File: src/include/nibble_logic_pkg.sv
package nibble_logic_pkg;
  localparam int unsigned NIBBLE_W = 4;
  localparam int unsigned BIT_IDX_W = 2;
  localparam logic [3:0] WORK_RESET = 4'h0;
  localparam logic CARRY_RESET = 1'b0;
  localparam logic CARRY_ONE = 1'b1;
  localparam logic CARRY_ZERO = 1'b0;
  localparam int unsigned MSB = NIBBLE_W - 1;

  typedef enum logic [3:0] {
    OP_NONE = 4'h0,
    OP_AND = 4'h1,
    OP_OR = 4'h2,
    OP_SET_CARRY = 4'h3,
    OP_CLR_CARRY = 4'h4,
    OP_SKIP_NC = 4'h5,
    OP_COMPLEMENT = 4'h6,
    OP_ROTATE = 4'h7,
    OP_BIT_SET = 4'h8,
    OP_BIT_CLR = 4'h9,
    OP_BIT_TEST = 4'ha,
    OP_CMP_MEM = 4'hb,
    OP_CMP_IMM = 4'hc
  } op_type;

  // One decoded instruction per valid cycle
  typedef struct packed {
    logic valid;
    op_type op;
    logic [NIBBLE_W-1:0] imm;
  } instr_type;

  // Write-back of the nibble at the data pointer
  typedef struct packed {
    logic write;
    logic [NIBBLE_W-1:0] data;
  } mem_wr_type;
endpackage

File: src/hdl/nibble_logic_bit_skip_unit.sv
`timescale 1ns/1ps
// Operation
// - AND writes work register AND memory_at_pointer back into the work register.
// - OR writes work register OR memory_at_pointer back into the work register.
// - Set-carry forces carry_flag to 1 and changes nothing else.
// - Clear-carry forces carry_flag to 0 and changes nothing else.
// - Skip-on-carry-clear skips the next instruction when carry_flag is 0.
// - Complement inverts every work register bit and leaves carry_flag alone.
// - Rotate shifts the work register right through carry_flag.
// - Bit-set writes 1 to the selected bit of memory_at_pointer, others kept.
// - Bit-clear writes 0 to the selected bit of memory_at_pointer, others kept.
// - Bit-test skips the next instruction when the selected bit is 0.
// - Memory compare skips the next instruction when work register equals memory.
// - Immediate compare skips the next instruction when work register equals immediate.
module nibble_logic_bit_skip_unit (
  input wire logic i_clock,
  input wire logic i_sys_rst,
  input wire nibble_logic_pkg::instr_type i_instr,
  input wire logic [nibble_logic_pkg::NIBBLE_W-1:0] i_memory_at_pointer,
  output logic [nibble_logic_pkg::NIBBLE_W-1:0] o_work,
  output logic o_carry_flag,
  output nibble_logic_pkg::mem_wr_type o_mem_wr,
  output logic o_skip_active
);
  logic [nibble_logic_pkg::NIBBLE_W-1:0] work_reg;
  logic [nibble_logic_pkg::NIBBLE_W-1:0] work_next;
  logic carry_reg;
  logic carry_next;
  nibble_logic_pkg::mem_wr_type mem_wr_reg;
  nibble_logic_pkg::mem_wr_type mem_wr_next;
  logic skip_request;
  logic live;
  logic [nibble_logic_pkg::BIT_IDX_W-1:0] bit_idx;
  logic [nibble_logic_pkg::NIBBLE_W-1:0] bit_mask;

  assign bit_idx = i_instr.imm[nibble_logic_pkg::BIT_IDX_W-1:0];
  assign bit_mask = nibble_logic_pkg::NIBBLE_W'(1) << bit_idx;
  // The instruction after a met skip condition is only a slot filler
  assign live = i_instr.valid & ~o_skip_active;

  // ****************************************
  // Next-state decode
  // ****************************************
  always_comb begin
    work_next = work_reg;
    carry_next = carry_reg;
    mem_wr_next = '0;
    skip_request = 1'b0;
    if (live) begin
      case (i_instr.op)
        nibble_logic_pkg::OP_AND: begin
          work_next = work_reg & i_memory_at_pointer;
        end
        nibble_logic_pkg::OP_OR: begin
          work_next = work_reg | i_memory_at_pointer;
        end
        nibble_logic_pkg::OP_SET_CARRY: begin
          carry_next = nibble_logic_pkg::CARRY_ONE;
        end
        nibble_logic_pkg::OP_CLR_CARRY: begin
          carry_next = nibble_logic_pkg::CARRY_ZERO;
        end
        nibble_logic_pkg::OP_SKIP_NC: begin
          skip_request = ~carry_reg;
        end
        nibble_logic_pkg::OP_COMPLEMENT: begin
          work_next = ~work_reg;
        end
        nibble_logic_pkg::OP_ROTATE: begin
          work_next = {carry_reg, work_reg[nibble_logic_pkg::MSB:1]};
          carry_next = work_reg[0];
        end
        nibble_logic_pkg::OP_BIT_SET: begin
          mem_wr_next.write = 1'b1;
          mem_wr_next.data = i_memory_at_pointer | bit_mask;
        end
        nibble_logic_pkg::OP_BIT_CLR: begin
          mem_wr_next.write = 1'b1;
          mem_wr_next.data = i_memory_at_pointer & ~bit_mask;
        end
        nibble_logic_pkg::OP_BIT_TEST: begin
          skip_request = ~i_memory_at_pointer[bit_idx];
        end
        nibble_logic_pkg::OP_CMP_MEM: begin
          skip_request = (work_reg == i_memory_at_pointer);
        end
        nibble_logic_pkg::OP_CMP_IMM: begin
          skip_request = (work_reg == i_instr.imm);
        end
        default: begin
          work_next = work_reg;
        end
      endcase
    end
  end

  // ****************************************
  // Work register and carry
  // ****************************************
  always_ff @(posedge i_clock) begin
    if (i_sys_rst) begin
      work_reg <= nibble_logic_pkg::WORK_RESET;
    end else begin
      work_reg <= work_next;
    end
  end

  always_ff @(posedge i_clock) begin
    if (i_sys_rst) begin
      carry_reg <= nibble_logic_pkg::CARRY_RESET;
    end else begin
      carry_reg <= carry_next;
    end
  end

  // Memory write is a one-cycle registered strobe; the RAM owner applies it
  always_ff @(posedge i_clock) begin
    if (i_sys_rst) begin
      mem_wr_reg <= '0;
    end else begin
      mem_wr_reg <= mem_wr_next;
    end
  end

  assign o_work = work_reg;
  assign o_carry_flag = carry_reg;
  assign o_mem_wr = mem_wr_reg;

  skip_tracker u_skip (
    .i_clock(i_clock),
    .i_sys_rst(i_sys_rst),
    .i_valid(i_instr.valid),
    .i_skip_request(skip_request),
    .o_skip_active(o_skip_active)
  );

  // ****************************************
  // Checks
  // ****************************************
  property p_and_result;
    @(posedge i_clock) disable iff (i_sys_rst)
    (live && i_instr.op == nibble_logic_pkg::OP_AND) |=>
      o_work == ($past(o_work) & $past(i_memory_at_pointer));
  endproperty
  a_and_result: assert property (p_and_result) else $error("AND result wrong");

  property p_or_result;
    @(posedge i_clock) disable iff (i_sys_rst)
    (live && i_instr.op == nibble_logic_pkg::OP_OR) |=>
      o_work == ($past(o_work) | $past(i_memory_at_pointer));
  endproperty
  a_or_result: assert property (p_or_result) else $error("OR result wrong");

  property p_set_carry;
    @(posedge i_clock) disable iff (i_sys_rst)
    (live && i_instr.op == nibble_logic_pkg::OP_SET_CARRY) |=>
      o_carry_flag && $stable(o_work);
  endproperty
  a_set_carry: assert property (p_set_carry) else $error("Carry not set");

  property p_clr_carry;
    @(posedge i_clock) disable iff (i_sys_rst)
    (live && i_instr.op == nibble_logic_pkg::OP_CLR_CARRY) |=>
      !o_carry_flag && $stable(o_work);
  endproperty
  a_clr_carry: assert property (p_clr_carry) else $error("Carry not cleared");

  property p_skip_nc;
    @(posedge i_clock) disable iff (i_sys_rst)
    (live && i_instr.op == nibble_logic_pkg::OP_SKIP_NC) |=> o_skip_active == !$past(o_carry_flag);
  endproperty
  a_skip_nc: assert property (p_skip_nc) else $error("Carry skip wrong");

  property p_complement;
    @(posedge i_clock) disable iff (i_sys_rst)
    (live && i_instr.op == nibble_logic_pkg::OP_COMPLEMENT) |=>
      o_work == ~$past(o_work) && $stable(o_carry_flag);
  endproperty
  a_complement: assert property (p_complement) else $error("Complement wrong");

  property p_rotate;
    @(posedge i_clock) disable iff (i_sys_rst)
    (live && i_instr.op == nibble_logic_pkg::OP_ROTATE) |=>
      {o_work, o_carry_flag} == {$past(o_carry_flag), $past(o_work)};
  endproperty
  a_rotate: assert property (p_rotate) else $error("Rotate wrong");

  property p_bit_set;
    @(posedge i_clock) disable iff (i_sys_rst)
    (live && i_instr.op == nibble_logic_pkg::OP_BIT_SET) |=>
      o_mem_wr.write &&
      o_mem_wr.data == ($past(i_memory_at_pointer) | (4'h1 << $past(i_instr.imm[1:0])));
  endproperty
  a_bit_set: assert property (p_bit_set) else $error("Bit set wrong");

  property p_bit_clr;
    @(posedge i_clock) disable iff (i_sys_rst)
    (live && i_instr.op == nibble_logic_pkg::OP_BIT_CLR) |=>
      o_mem_wr.write &&
      o_mem_wr.data == ($past(i_memory_at_pointer) & ~(4'h1 << $past(i_instr.imm[1:0])));
  endproperty
  a_bit_clr: assert property (p_bit_clr) else $error("Bit clear wrong");

  property p_bit_test;
    @(posedge i_clock) disable iff (i_sys_rst)
    (live && i_instr.op == nibble_logic_pkg::OP_BIT_TEST) |=>
      o_skip_active == !$past(i_memory_at_pointer[bit_idx]);
  endproperty
  a_bit_test: assert property (p_bit_test) else $error("Bit test skip wrong");

  property p_cmp_mem;
    @(posedge i_clock) disable iff (i_sys_rst)
    (live && i_instr.op == nibble_logic_pkg::OP_CMP_MEM) |=>
      o_skip_active == ($past(o_work) == $past(i_memory_at_pointer));
  endproperty
  a_cmp_mem: assert property (p_cmp_mem) else $error("Memory compare wrong");

  property p_cmp_imm;
    @(posedge i_clock) disable iff (i_sys_rst)
    (live && i_instr.op == nibble_logic_pkg::OP_CMP_IMM) |=>
      o_skip_active == ($past(o_work) == $past(i_instr.imm));
  endproperty
  a_cmp_imm: assert property (p_cmp_imm) else $error("Immediate compare wrong");

  property p_skip_inert;
    @(posedge i_clock) disable iff (i_sys_rst)
    (o_skip_active && i_instr.valid) |=>
      $stable(o_work) && $stable(o_carry_flag) && !o_mem_wr.write && !o_skip_active;
  endproperty
  a_skip_inert: assert property (p_skip_inert) else $error("Skipped slot changed state");
endmodule

File: src/hdl/skip_tracker.sv
`timescale 1ns/1ps
// Holds the pending-skip state: a met condition kills exactly the next valid instruction.
module skip_tracker (
  input wire logic i_clock,
  input wire logic i_sys_rst,
  input wire logic i_valid,
  input wire logic i_skip_request,
  output logic o_skip_active
);
  always_ff @(posedge i_clock) begin
    if (i_sys_rst) begin
      o_skip_active <= 1'b0;
    end else if (i_valid) begin
      // A skipped instruction cannot itself request a skip
      o_skip_active <= i_skip_request & ~o_skip_active;
    end
  end
endmodule

File: config.mk
export PLATFORM = sky130hd
export DESIGN_NAME = nibble_logic_bit_skip_unit
export DESIGN_NICKNAME = d
export VERILOG_FILES = /design/src/include/nibble_logic_pkg.sv /design/src/hdl/nibble_logic_bit_skip_unit.sv /design/src/hdl/skip_tracker.sv
export SDC_FILE = /design/constraint.sdc
export NUM_CORES = 1
export LEC_CHECK = 0
export BUFFER_PORTS_ARGS = -buffer_cell sky130_fd_sc_hd__clkbuf_2
export CAP_MARGIN = 30
export CORE_ASPECT_RATIO = 0.9
export CORE_MARGIN = 10
export CORE_UTILIZATION = 45
export CTS_CLUSTER_SIZE = 16
export DETAILED_ROUTE_END_ITERATION = 7
export GPL_TIMING_DRIVEN = 0
export PLACE_DENSITY = 0.7
export SETUP_SLACK_MARGIN = 0.05
export SLEW_MARGIN = 25
export SYNTH_ARGS = -nofsm -noshare
export SYNTH_HDL_FRONTEND = slang
export SYNTH_SLANG_ARGS = --single-unit
export TNS_END_PERCENT = 20
File: constraint.sdc
create_clock -name i_clock -period 2.6 [get_ports i_clock]
set_clock_uncertainty 0.1 [all_clocks]
set_input_delay 0.65 -clock i_clock [delete_from_list [all_inputs] [get_ports i_clock]]
set_output_delay 0.65 -clock i_clock [all_outputs]
set_load 0.005 [all_outputs]
=== Word level (Yosys, flattened, before mapping) ===
Index checks and enable logic that the tools add are counted.
Widths: inputs -> output; s select.

* Input port bits: 15
* Register bits: 11
* Logic and storage cells: 45
* Output and inout port bits: 11

* Shifts and indexed selects: 1
* Multiplexer cells: 7
* Reductions and logical operators: 5
* Equal/unequal tests: 14
* Bitwise operators: 12
* Magnitude comparators: 1

{| class="wikitable"
|+ Operators with widths
! operator !! count
|-
| $eq 4x4->1 const B || 5
|-
| $eq 4x3->1 const B || 4
|-
| $pmux 4 s4 || 1
|-
| $pmux 5 s2 || 1
|-
| $and 4x4->4 || 2
|-
| $eq 4x2->1 const B || 2
|-
| $eq 4x4->1 || 2
|-
| $not 4->4 || 2
|-
| $or 4x4->4 || 2
|-
| $eq 4x1->1 const B || 1
|-
| $not 1->1 || 4
|-
| $pmux 1 s4 || 1
|-
| $reduce_and 2->1 || 2
|-
| $reduce_bool 4->1 || 1
|-
| $shl 1x2->4 const A || 1
|-
| $lt 2x3->1 const B || 1
|-
| $pmux 1 s3 || 1
|-
| $reduce_bool 3->1 || 1
|-
| $and 1x1->1 || 2
|-
| $bmux 1 s2 || 1
|-
| $mux 1 || 2
|-
| $reduce_or 2->1 || 1
|}

=== Logic depth before layout (Yosys ltp) ===
Gate-level depths: netlist of run 1.

* Word-level depth: 6
* Mapped depth: 7
* Mapped depth without buffers: 5

=== Cells and area by module ===
From an unflattened synthesis of run 1, not the netlist that was laid out.

* Cells, all modules: 108
* Area total of the unflattened synthesis: 833.3 sq um

{| class="wikitable"
|+ Modules (own cells, without submodules)
! module !! cells an instance !! instances !! area an instance (sq um) !! sequential area each (sq um)
|-
| nibble_logic_bit_skip_unit || 104 || 1 || 794.5 || 200.2
|-
| skip_tracker || 4 || 1 || 38.8 || 20.0
|}

=== Worst setup path after synthesis of run 1 ===
No wires, ideal clock.

* Path kind: input to register
* Start: in i_instr[4] in the netlist's numbering
* End: reg u_skip.o_skip_active
* Setup slack: 0.654 ns
* Path buffers: 2
* Data arrival time: 1.724 ns
* Required time: 2.378 ns
* Stages on the path: 7
* Setup time: 0.122 ns
* Path through: buf_4 and4bb_1 buf_4 mux2i_1 and4b_1 o21ai_1 o21ai_1

* Word-level cells in the longest chain between the ends: 4
* Elaborated cells between the ends (all ways): 7
* Classes of those cells: eq/ne (4); mux (2); bitwise (1)

{| class="wikitable"
|+ RTL lines
! item !! line !! source
|-
| from (decl) || nibble_logic_bit_skip_unit.sv:18 || <nowiki>input wire nibble_logic_pkg::instr_type i_instr,</nowiki>
|-
| $eq 4x4->1 or $eq 4x3->1 (tied branches) || nibble_logic_bit_skip_unit.sv:50 || <nowiki>case (i_instr.op)</nowiki>
|-
| $pmux 1 s4 (*) || nibble_logic_bit_skip_unit.sv:50 ||
|-
| $mux 1 (*) || nibble_logic_bit_skip_unit.sv:49 || <nowiki>if (live) begin</nowiki>
|-
| $and 1x1->1 (*) || skip_tracker.sv:15 || <nowiki>o_skip_active <= i_skip_request & ~o_skip_active;</nowiki>
|-
| to (signal assigned) || skip_tracker.sv:15 ||
|-
| to (decl) || skip_tracker.sv:8 || <nowiki>output logic o_skip_active</nowiki>
|}

Mark *: on every way between the ends. The rest lies on a longest branch, timed or not.
A chain may end at the register's enable or synchronous reset.

=== Final worst setup path of run 1 ===
* Start: in i_instr[7] in the netlist's numbering
* End: reg work_reg (netlist bit o_work[0])

* Word-level cells in the longest chain between the ends: 3
* Elaborated cells between the ends (all ways): 7
* Classes of those cells: eq/ne (4); mux (1); reduce/logical (2)

{| class="wikitable"
|+ RTL lines
! item !! line !! source
|-
| $eq 4x3->1, or another cell as far along || nibble_logic_bit_skip_unit.sv:50 ||
|-
| $reduce_bool 4->1 (no source line) || -- ||
|-
| $reduce_and 2->1 (no source line) || -- ||
|-
| to (signal assigned) || nibble_logic_bit_skip_unit.sv:102 || <nowiki>work_reg <= nibble_logic_pkg::WORK_RESET;</nowiki>
|-
| to (signal assigned) || nibble_logic_bit_skip_unit.sv:104 || <nowiki>work_reg <= work_next;</nowiki>
|-
| to (decl) || nibble_logic_bit_skip_unit.sv:25 || <nowiki>logic [nibble_logic_pkg::NIBBLE_W-1:0] work_reg;</nowiki>
|}

Parallel ways exist; a longest one is shown, timed or not.

==> impl_metrics.json, run 1 <==
{
  "status": "completed",
  "drt-initial-drc-count": 33,
  "antenna_found_initial": 0,
  "endpoint_kind": "register",
  "cts_tree": "built",
  "wl_per_cell_um": 14.2,
  "drv_slew": 0,
  "synth_mux_area_share_pct": 7.19,
  "fillers": 183,
  "crit_required_ns": 2.69,
  "core_um2": 1880,
  "synth_area_leaders": "dfxtp_1 (25%), a21oi_1 (9.2%), nand2_1 (4.7%), mux2i_1 (4.6%), o21ai_0 (4.6%)",
  "ant_nets": 0,
  "min_period_ns": 1.79,
  "via_per_inst": 5.78,
  "ys.flop_type": "dfxtp_1",
  "syn_area_per_cell_um2": 7.56,
  "ys_seq_area_share_pct": 25.3,
  "die_area_um2": 4090,
  "cts_root_buf": "clkbuf_4",
  "drc": 0,
  "synth_xor_area_share_pct": 4.03,
  "criticalPathCategory": "primary input to register",
  "fin_tns_setup_ns": 0,
  "cts_setup_buffers": 0,
  "cp_max_fo": 10,
  "relSlewSlack_pct": 69.9,
  "fp.dieW_um": 66.3,
  "worstMarginPinSlew_ns": 0.452,
  "setup_violations": 0,
  "async_flop_share_pct": 0,
  "rows": 15,
  "via_count": 960,
  "netlist_instances": 115,
  "clockBufferDepth": 2,
  "dp_hpwl_mm": 1.86,
  "grt_usage_pct": 11.5,
  "period_share_pct": 68.7,
  "synth_compound_area_share_pct": 25.2,
  "r2r_setup_slack_ns": 0.91,
  "yosysUniqueCellTypes": 40,
  "cts_hold_buf": 0,
  "arrival_ns": 1.88,
  "hold_slack_ns": 0.465,
  "synth-simple-area-share_pct": 29.9,
  "cts.clk_slew.worst_paths_ns": 0.07,
  "io_buffers": 22,
  "ir_worst_vdd_v": 0.000266,
  "ioPinCount": 26,
  "areaGrowthSynthToFinish_pct": 19.3,
  "rsz0062_at_grt": "no",
  "startpoint_type": "primary input",
  "place_congestion": 0.925,
  "start_util_pct": 46.3,
  "drive_gt1_share_pct": 24.1,
  "synth_nets": 130,
  "routed_wirelength_mm": 2.37,
  "synth_warnings": 0,
  "clock_sinks": 11,
  "dr.pass1.iters": 4,
  "max_clock_freq_ghz": 0.560,
  "yosysTopAreaCell": "dfxtp_1",
  "cts_max_level": 1,
  "cts_buffers": 3,
  "overflow": 0,
  "synth_seq_cells": 11,
  "synth_edf_count": 0,
  "syn_area_um2": 870,
  "maxCapViolations": 0,
  "clk_latency_ns": 0.27,
  "final-hold-violation-count": 0,
  "power.density_nw_per_um2": 387,
  "grt_max_degree": 11,
  "nNetsFinal": 157,
  "grt_pass1_vias": 837,
  "cts_resized": 0,
  "synth_top_area_share_pct": 25.3,
  "antennaDiodeCount": 0,
  "p_leak_uw": 0.000435,
  "grt_pass1_wl_mm": 3.75,
  "hp-class": "register to register",
  "die_h_um": 61.7,
  "synth_adder_area_share_pct": 0,
  "synth_top_family_by_area": "simple AND/OR/NAND/NOR gates"
}
-- cell type report --
class	count	area (um^2)	share of cell area (%)
sequential	11	220	21.2
timing repair buffer	22	110	10.6
clock buffer	4	26.3	2.53
multi-input combinational	89	577	55.6
inverter	8	30.0	2.90
buffer	7	42.5	4.10
tap	25	31.3	3.02
-- registers in the layout (all words and copies together), names as in the netlist --
register              cells
o_carry_flag              1
u_skip.o_skip_active      1
o_work                    4
o_mem_wr                  5
-- cell usage after synthesis, drive strengths merged (2+ instances only) --
cell type	n
nor2	6
nand2	11
nand2b	2
clkbuf	3
and4b	2
inv	8
o21ai	10
buf	4
or3	3
xnor2	2
a21oi	16
dfxtp	11
nand3b	2
nand3	7
nor3	3
xor2	2
o32ai	2
mux2i	4
-- metrics by stage --
step / total power, uW / instance area (um^2) / util [%] / cells / setup slack [ns]
2_1_floorplan: 249 / 870 / - / 115 / 0.654
3_5_place_dp: 285 / 1010 / 53.9 / 162 / 0.531
3_3_place_gp: 283 / 1010 / 53.9 / 162 / 0.505
5_1_grt: 424 / 1040 / 55.3 / 166 / 0.699
6_report: 402 / 1040 / 55.3 / 166 / 0.814
4_1_cts: 403 / 1040 / 55.3 / 166 / 0.817
-- cells by family after synthesis --
| logic type | after synthesis |
|---|---|
| buffers and inverters | 15 |
| flip-flops | 11 |
| XOR/XNOR | 4 |
| AO/OA/AOI/OAI | 36 |
| multiplexers | 5 |
| AND/OR/NAND/NOR | 44 |
-- report_power, final --
| part | internal [uW] | switching [uW] | leakage, uW |
|---|---|---|---|
| Combinational | 43.6 | 55.3 | 0.000331 |
| Sequential | 174 | 8.70 | 0.0000891 |
| Clock | 59.6 | 60.8 | 0.0000150 |
-- per-layer routing --
layer / track usage [%] / vias to the layer above / share of wire [%]
met3: 5.02 / 4 / 8.5
met4: 1.79 / 0 / 0.97
met1: 14.1 / 448 / 42
met5: 0 / - / 0
met2: 18.7 / 37 / 48
li1: - / 471 / -
-- cell usage in the layout, fill, tap and decap left out, types with 2 or more instances in the layout --
| master | count |
|---|---|
| buf_4 | 2 |
| nand3b_1 | 2 |
| or3_1 | 3 |
| clkbuf_4 | 3 |
| nor3_1 | 3 |
| and4b_1 | 2 |
| mux2i_1 | 4 |
| nand2b_1 | 2 |
| nand2_1 | 11 |
| clkbuf_1 | 4 |
| o21ai_0 | 8 |
| nand3_1 | 6 |
| clkbuf_2 | 22 |
| dfxtp_1 | 11 |
| xor2_1 | 2 |
| nor2_1 | 6 |
| o21ai_1 | 2 |
| inv_1 | 8 |
| xnor2_1 | 2 |
| a21oi_1 | 16 |
-- path summary, 6_finish.rpt --
| path | from | end | cells past startpoint |
|---|---|---|---|
| worst max-delay path | i_instr[7] | o_work[0]$_SDFFE_PP0P_ | 6 |
| worst min-delay path | o_work[2]$_SDFFE_PP0P_ | o_work[2]$_SDFFE_PP0P_ | 2 |
| worst max register to register | u_skip.o_skip_active$_SDFFE_PP0P_ | o_work[0]$_SDFFE_PP0P_ | 5 |
| worst min register to register | o_work[2]$_SDFFE_PP0P_ | o_work[2]$_SDFFE_PP0P_ | 2 |
-- worst max-delay path: stages --
cell,delay (ns)
buf_6,0.12
nor3b_4,0.34
nand3_2,0.20
or3_1,0.35
o211a_1,0.15
o32ai_2,0.08
Power figures use the tool's default switching activity.
==> run 2, diff against run 1 <==
ABC_AREA = 1   (was unset)
PLACE_DENSITY = 0.71   (was 0.7)
clock period = 1.8 ns   (was 2.6 ns; I/O delays follow)
==> run 2 against run 1 <==
Net effect: sequential power increased by 43%; sequential cell count unchanged; first-iteration DRC count increased by 12%; final area decreased by 3.0%; non-clock buffer count decreased by 4; global-route usage increased by 0.40 points; worst hold slack got worse by 0.16 ns; final cell count increased by 11%; synthesized area decreased by 4.6%; register-to-register slack got worse by 0.46 ns; highest routed layer unchanged; wire length decreased by 2.6%; largest cell class unchanged.
==> impl_metrics.json, run 2 <==
{
  "io_buffers": 24,
  "worstMarginPinSlew_ns": 0.362,
  "final_core_util_pct": 58.6,
  "cts_max_level": 1,
  "layout_common_cells": "nand2_1 (32), clkbuf_2 (24), nand3_1 (16)",
  "synth_mux_area_share_pct": 0,
  "fp.dieW_um": 65.3,
  "relSlewSlack_pct": 75.3,
  "setup_violations": 0,
  "synth_compound_area_share_pct": 24.3,
  "path_cells": "clkbuf_2",
  "dp_slack_ns": 0.0856,
  "arrival_ns": 0.94,
  "p_int_uw": 386,
  "crit_required_ns": 1.25,
  "setup_slack_ns": 0.312,
  "synth_top_family_by_area": "simple AND/OR/NAND/NOR gates",
  "power.density_nw_per_um2": 568,
  "die_h_um": 60.7,
  "final-hold-violation-count": 0,
  "ant_nets": 0,
  "drive_gt1_share_pct": 26.7,
  "areaGrowthSynthToFinish_pct": 21.3,
  "crit_family": "flip-flops",
  "via_per_inst": 5.22,
  "max_clock_freq_ghz": 0.672,
  "ioPinCount": 26,
  "cts_resized": 0,
  "seqPwrFrac_pct": 45.7,
  "overflow": 0,
  "hp-class": "primary input to register",
  "netlist_instances": 133,
  "status": "completed",
  "criticalPathCategory": "register to output pin",
  "rsz0062_at_grt": "no",
  "synth-simple-area-share_pct": 38.8,
  "startpoint_type": "register",
  "min_period_ns": 1.49,
  "clock_sinks": 11,
  "start_util_pct": 48.3,
  "clk_latency_ns": 0.27,
  "synth_nets": 148,
  "syn_area_per_cell_um2": 6.24,
  "cts_root_buf": "clkbuf_4",
  "drt-initial-drc-count": 37,
  "synth_xor_area_share_pct": 0,
  "synth.most_common_cell": "nand2_1",
  "die_area_um2": 3960,
  "cpPeakStageDelay_ns": 0.49,
  "place_area_um2": 980,
  "synth_warnings": 0,
  "drv_slew": 0,
  "synth_top_cells_by_count": "nand2_1 (32), nand3_1 (16), inv_1 (14), nor2_1 (14), dfxtp_1 (11)",
  "grt_usage_pct": 11.9,
  "rows": 14,
  "ir_worst_vdd_v": 0.000319,
  "fillers": 194,
  "wl_per_cell_um": 12.5,
  "grt_max_degree": 9,
  "cp_num_buf_inv": 1,
  "cts_tree": "built",
  "cp_slowest_cell": "dfxtp_1",
  "yosysTopAreaCell": "dfxtp_1",
  "antenna_found_initial": 0,
  "switching_share_pct": 32.5,
  "clkPwrFrac_pct": 30.8,
  "syn_area_um2": 830,
  "synth_area_leaders": "dfxtp_1 (27%), nand2_1 (14%), nand3_1 (9.7%), inv_1 (6.3%), nor2_1 (6.3%)",
  "synth_top_area_share_pct": 26.5,
  "grt_pass1_wl_mm": 3.84,
  "p_leak_uw": 0.000487,
  "synth_adder_area_share_pct": 0,
  "largest_reg_flops": 5,
  "finish.instance_area_um2": 1010,
  "async_flop_share_pct": 0,
  "period_share_pct": 82.7,
  "core_um2": 1720,
  "cts_hold_buf": 0,
  "p_switching_uw": 186,
  "routed_wirelength_mm": 2.30,
  "antennaDiodeCount": 0,
  "nNetsFinal": 177,
  "drc": 0,
  "power_frac_comb_pct": 23.5,
  "cts_buffers": 3,
  "dp_hpwl_mm": 1.87,
  "maxCapViolations": 0,
  "dr.pass1.iters": 4,
  "cts_setup_buffers": 0,
  "cp_max_fo": 8,
  "yosysUniqueCellTypes": 23,
  "cts.clk_slew.worst_paths_ns": 0.07,
  "fin_tns_setup_ns": 0,
  "grt_pass1_vias": 872,
  "clockBufferDepth": 2,
  "fin_total_pwr_uw": 572,
  "endpoint_kind": "output pin",
  "ys_seq_area_share_pct": 26.5,
  "via_count": 966,
  "place_congestion": 0.830,
  "layout_commonest_cell": "nand2_1",
  "ys.flop_type": "dfxtp_1",
  "synth_seq_cells": 11,
  "synth_edf_count": 0
}
-- run 2: final timing paths --
kind	from	to	slack, ns	depth (start not counted)
max	o_work[0]$_SDFFE_PP0P_	o_work[0]	0.31	1
min	i_sys_rst	u_skip.o_skip_active$_SDFFE_PP0P_	0.30	2
max reg2reg	u_skip.o_skip_active$_SDFFE_PP0P_	o_work[1]$_SDFFE_PP0P_	0.45	5
min reg2reg	u_skip.o_skip_active$_SDFFE_PP0P_	u_skip.o_skip_active$_SDFFE_PP0P_	0.40	2
-- run 2: power by group through the flow --
stage / registers, uW / clock network, uW / logic [uW]
floorplan: 265 / 0 / 84.6
global placement: 267 / 0 / 130
detailed placement: 267 / 0 / 133
CTS: 261 / 177 / 134
global route: 262 / 185 / 150
finish: 261 / 176 / 135
-- run 2: area by class of cell --
type | count | area, um^2 | share of cell area, %
Tap cell | 24 | 30.0 | 2.99
Timing Repair Buffer | 24 | 120 | 11.9
Multi-Input combinational cell | 101 | 523 | 52.0
Buffer | 1 | 11.3 | 1.12
Sequential cell | 11 | 220 | 21.9
Inverter | 20 | 75.1 | 7.46
Clock buffer | 4 | 26.3 | 2.61
-- run 2: metal layers --
metal	up-vias	routed length (um)	track usage, %
li1	500	-	-
met1	429	1150	15.3
met2	32	964	18.2
met3	5	138	2.21
met4	0	48	7.32
met5	-	0	0
-- run 2: logic make-up (layout without fill, tap and decap cells) --
family | count (synthesis) | after routing
simple gates | 71 | 71
compound gates | 30 | 30
buf+inv | 21 | 49
flops | 11 | 11
-- run 2: per-stage QoR --
stage | std cells | hold slack, ns
5_1_grt | 185 | 0.321
3_5_place_dp | 181 | 0.388
6_report | 185 | 0.303
2_1_floorplan | 133 | 0.379
3_3_place_gp | 181 | 0.380
4_1_cts | 185 | 0.306
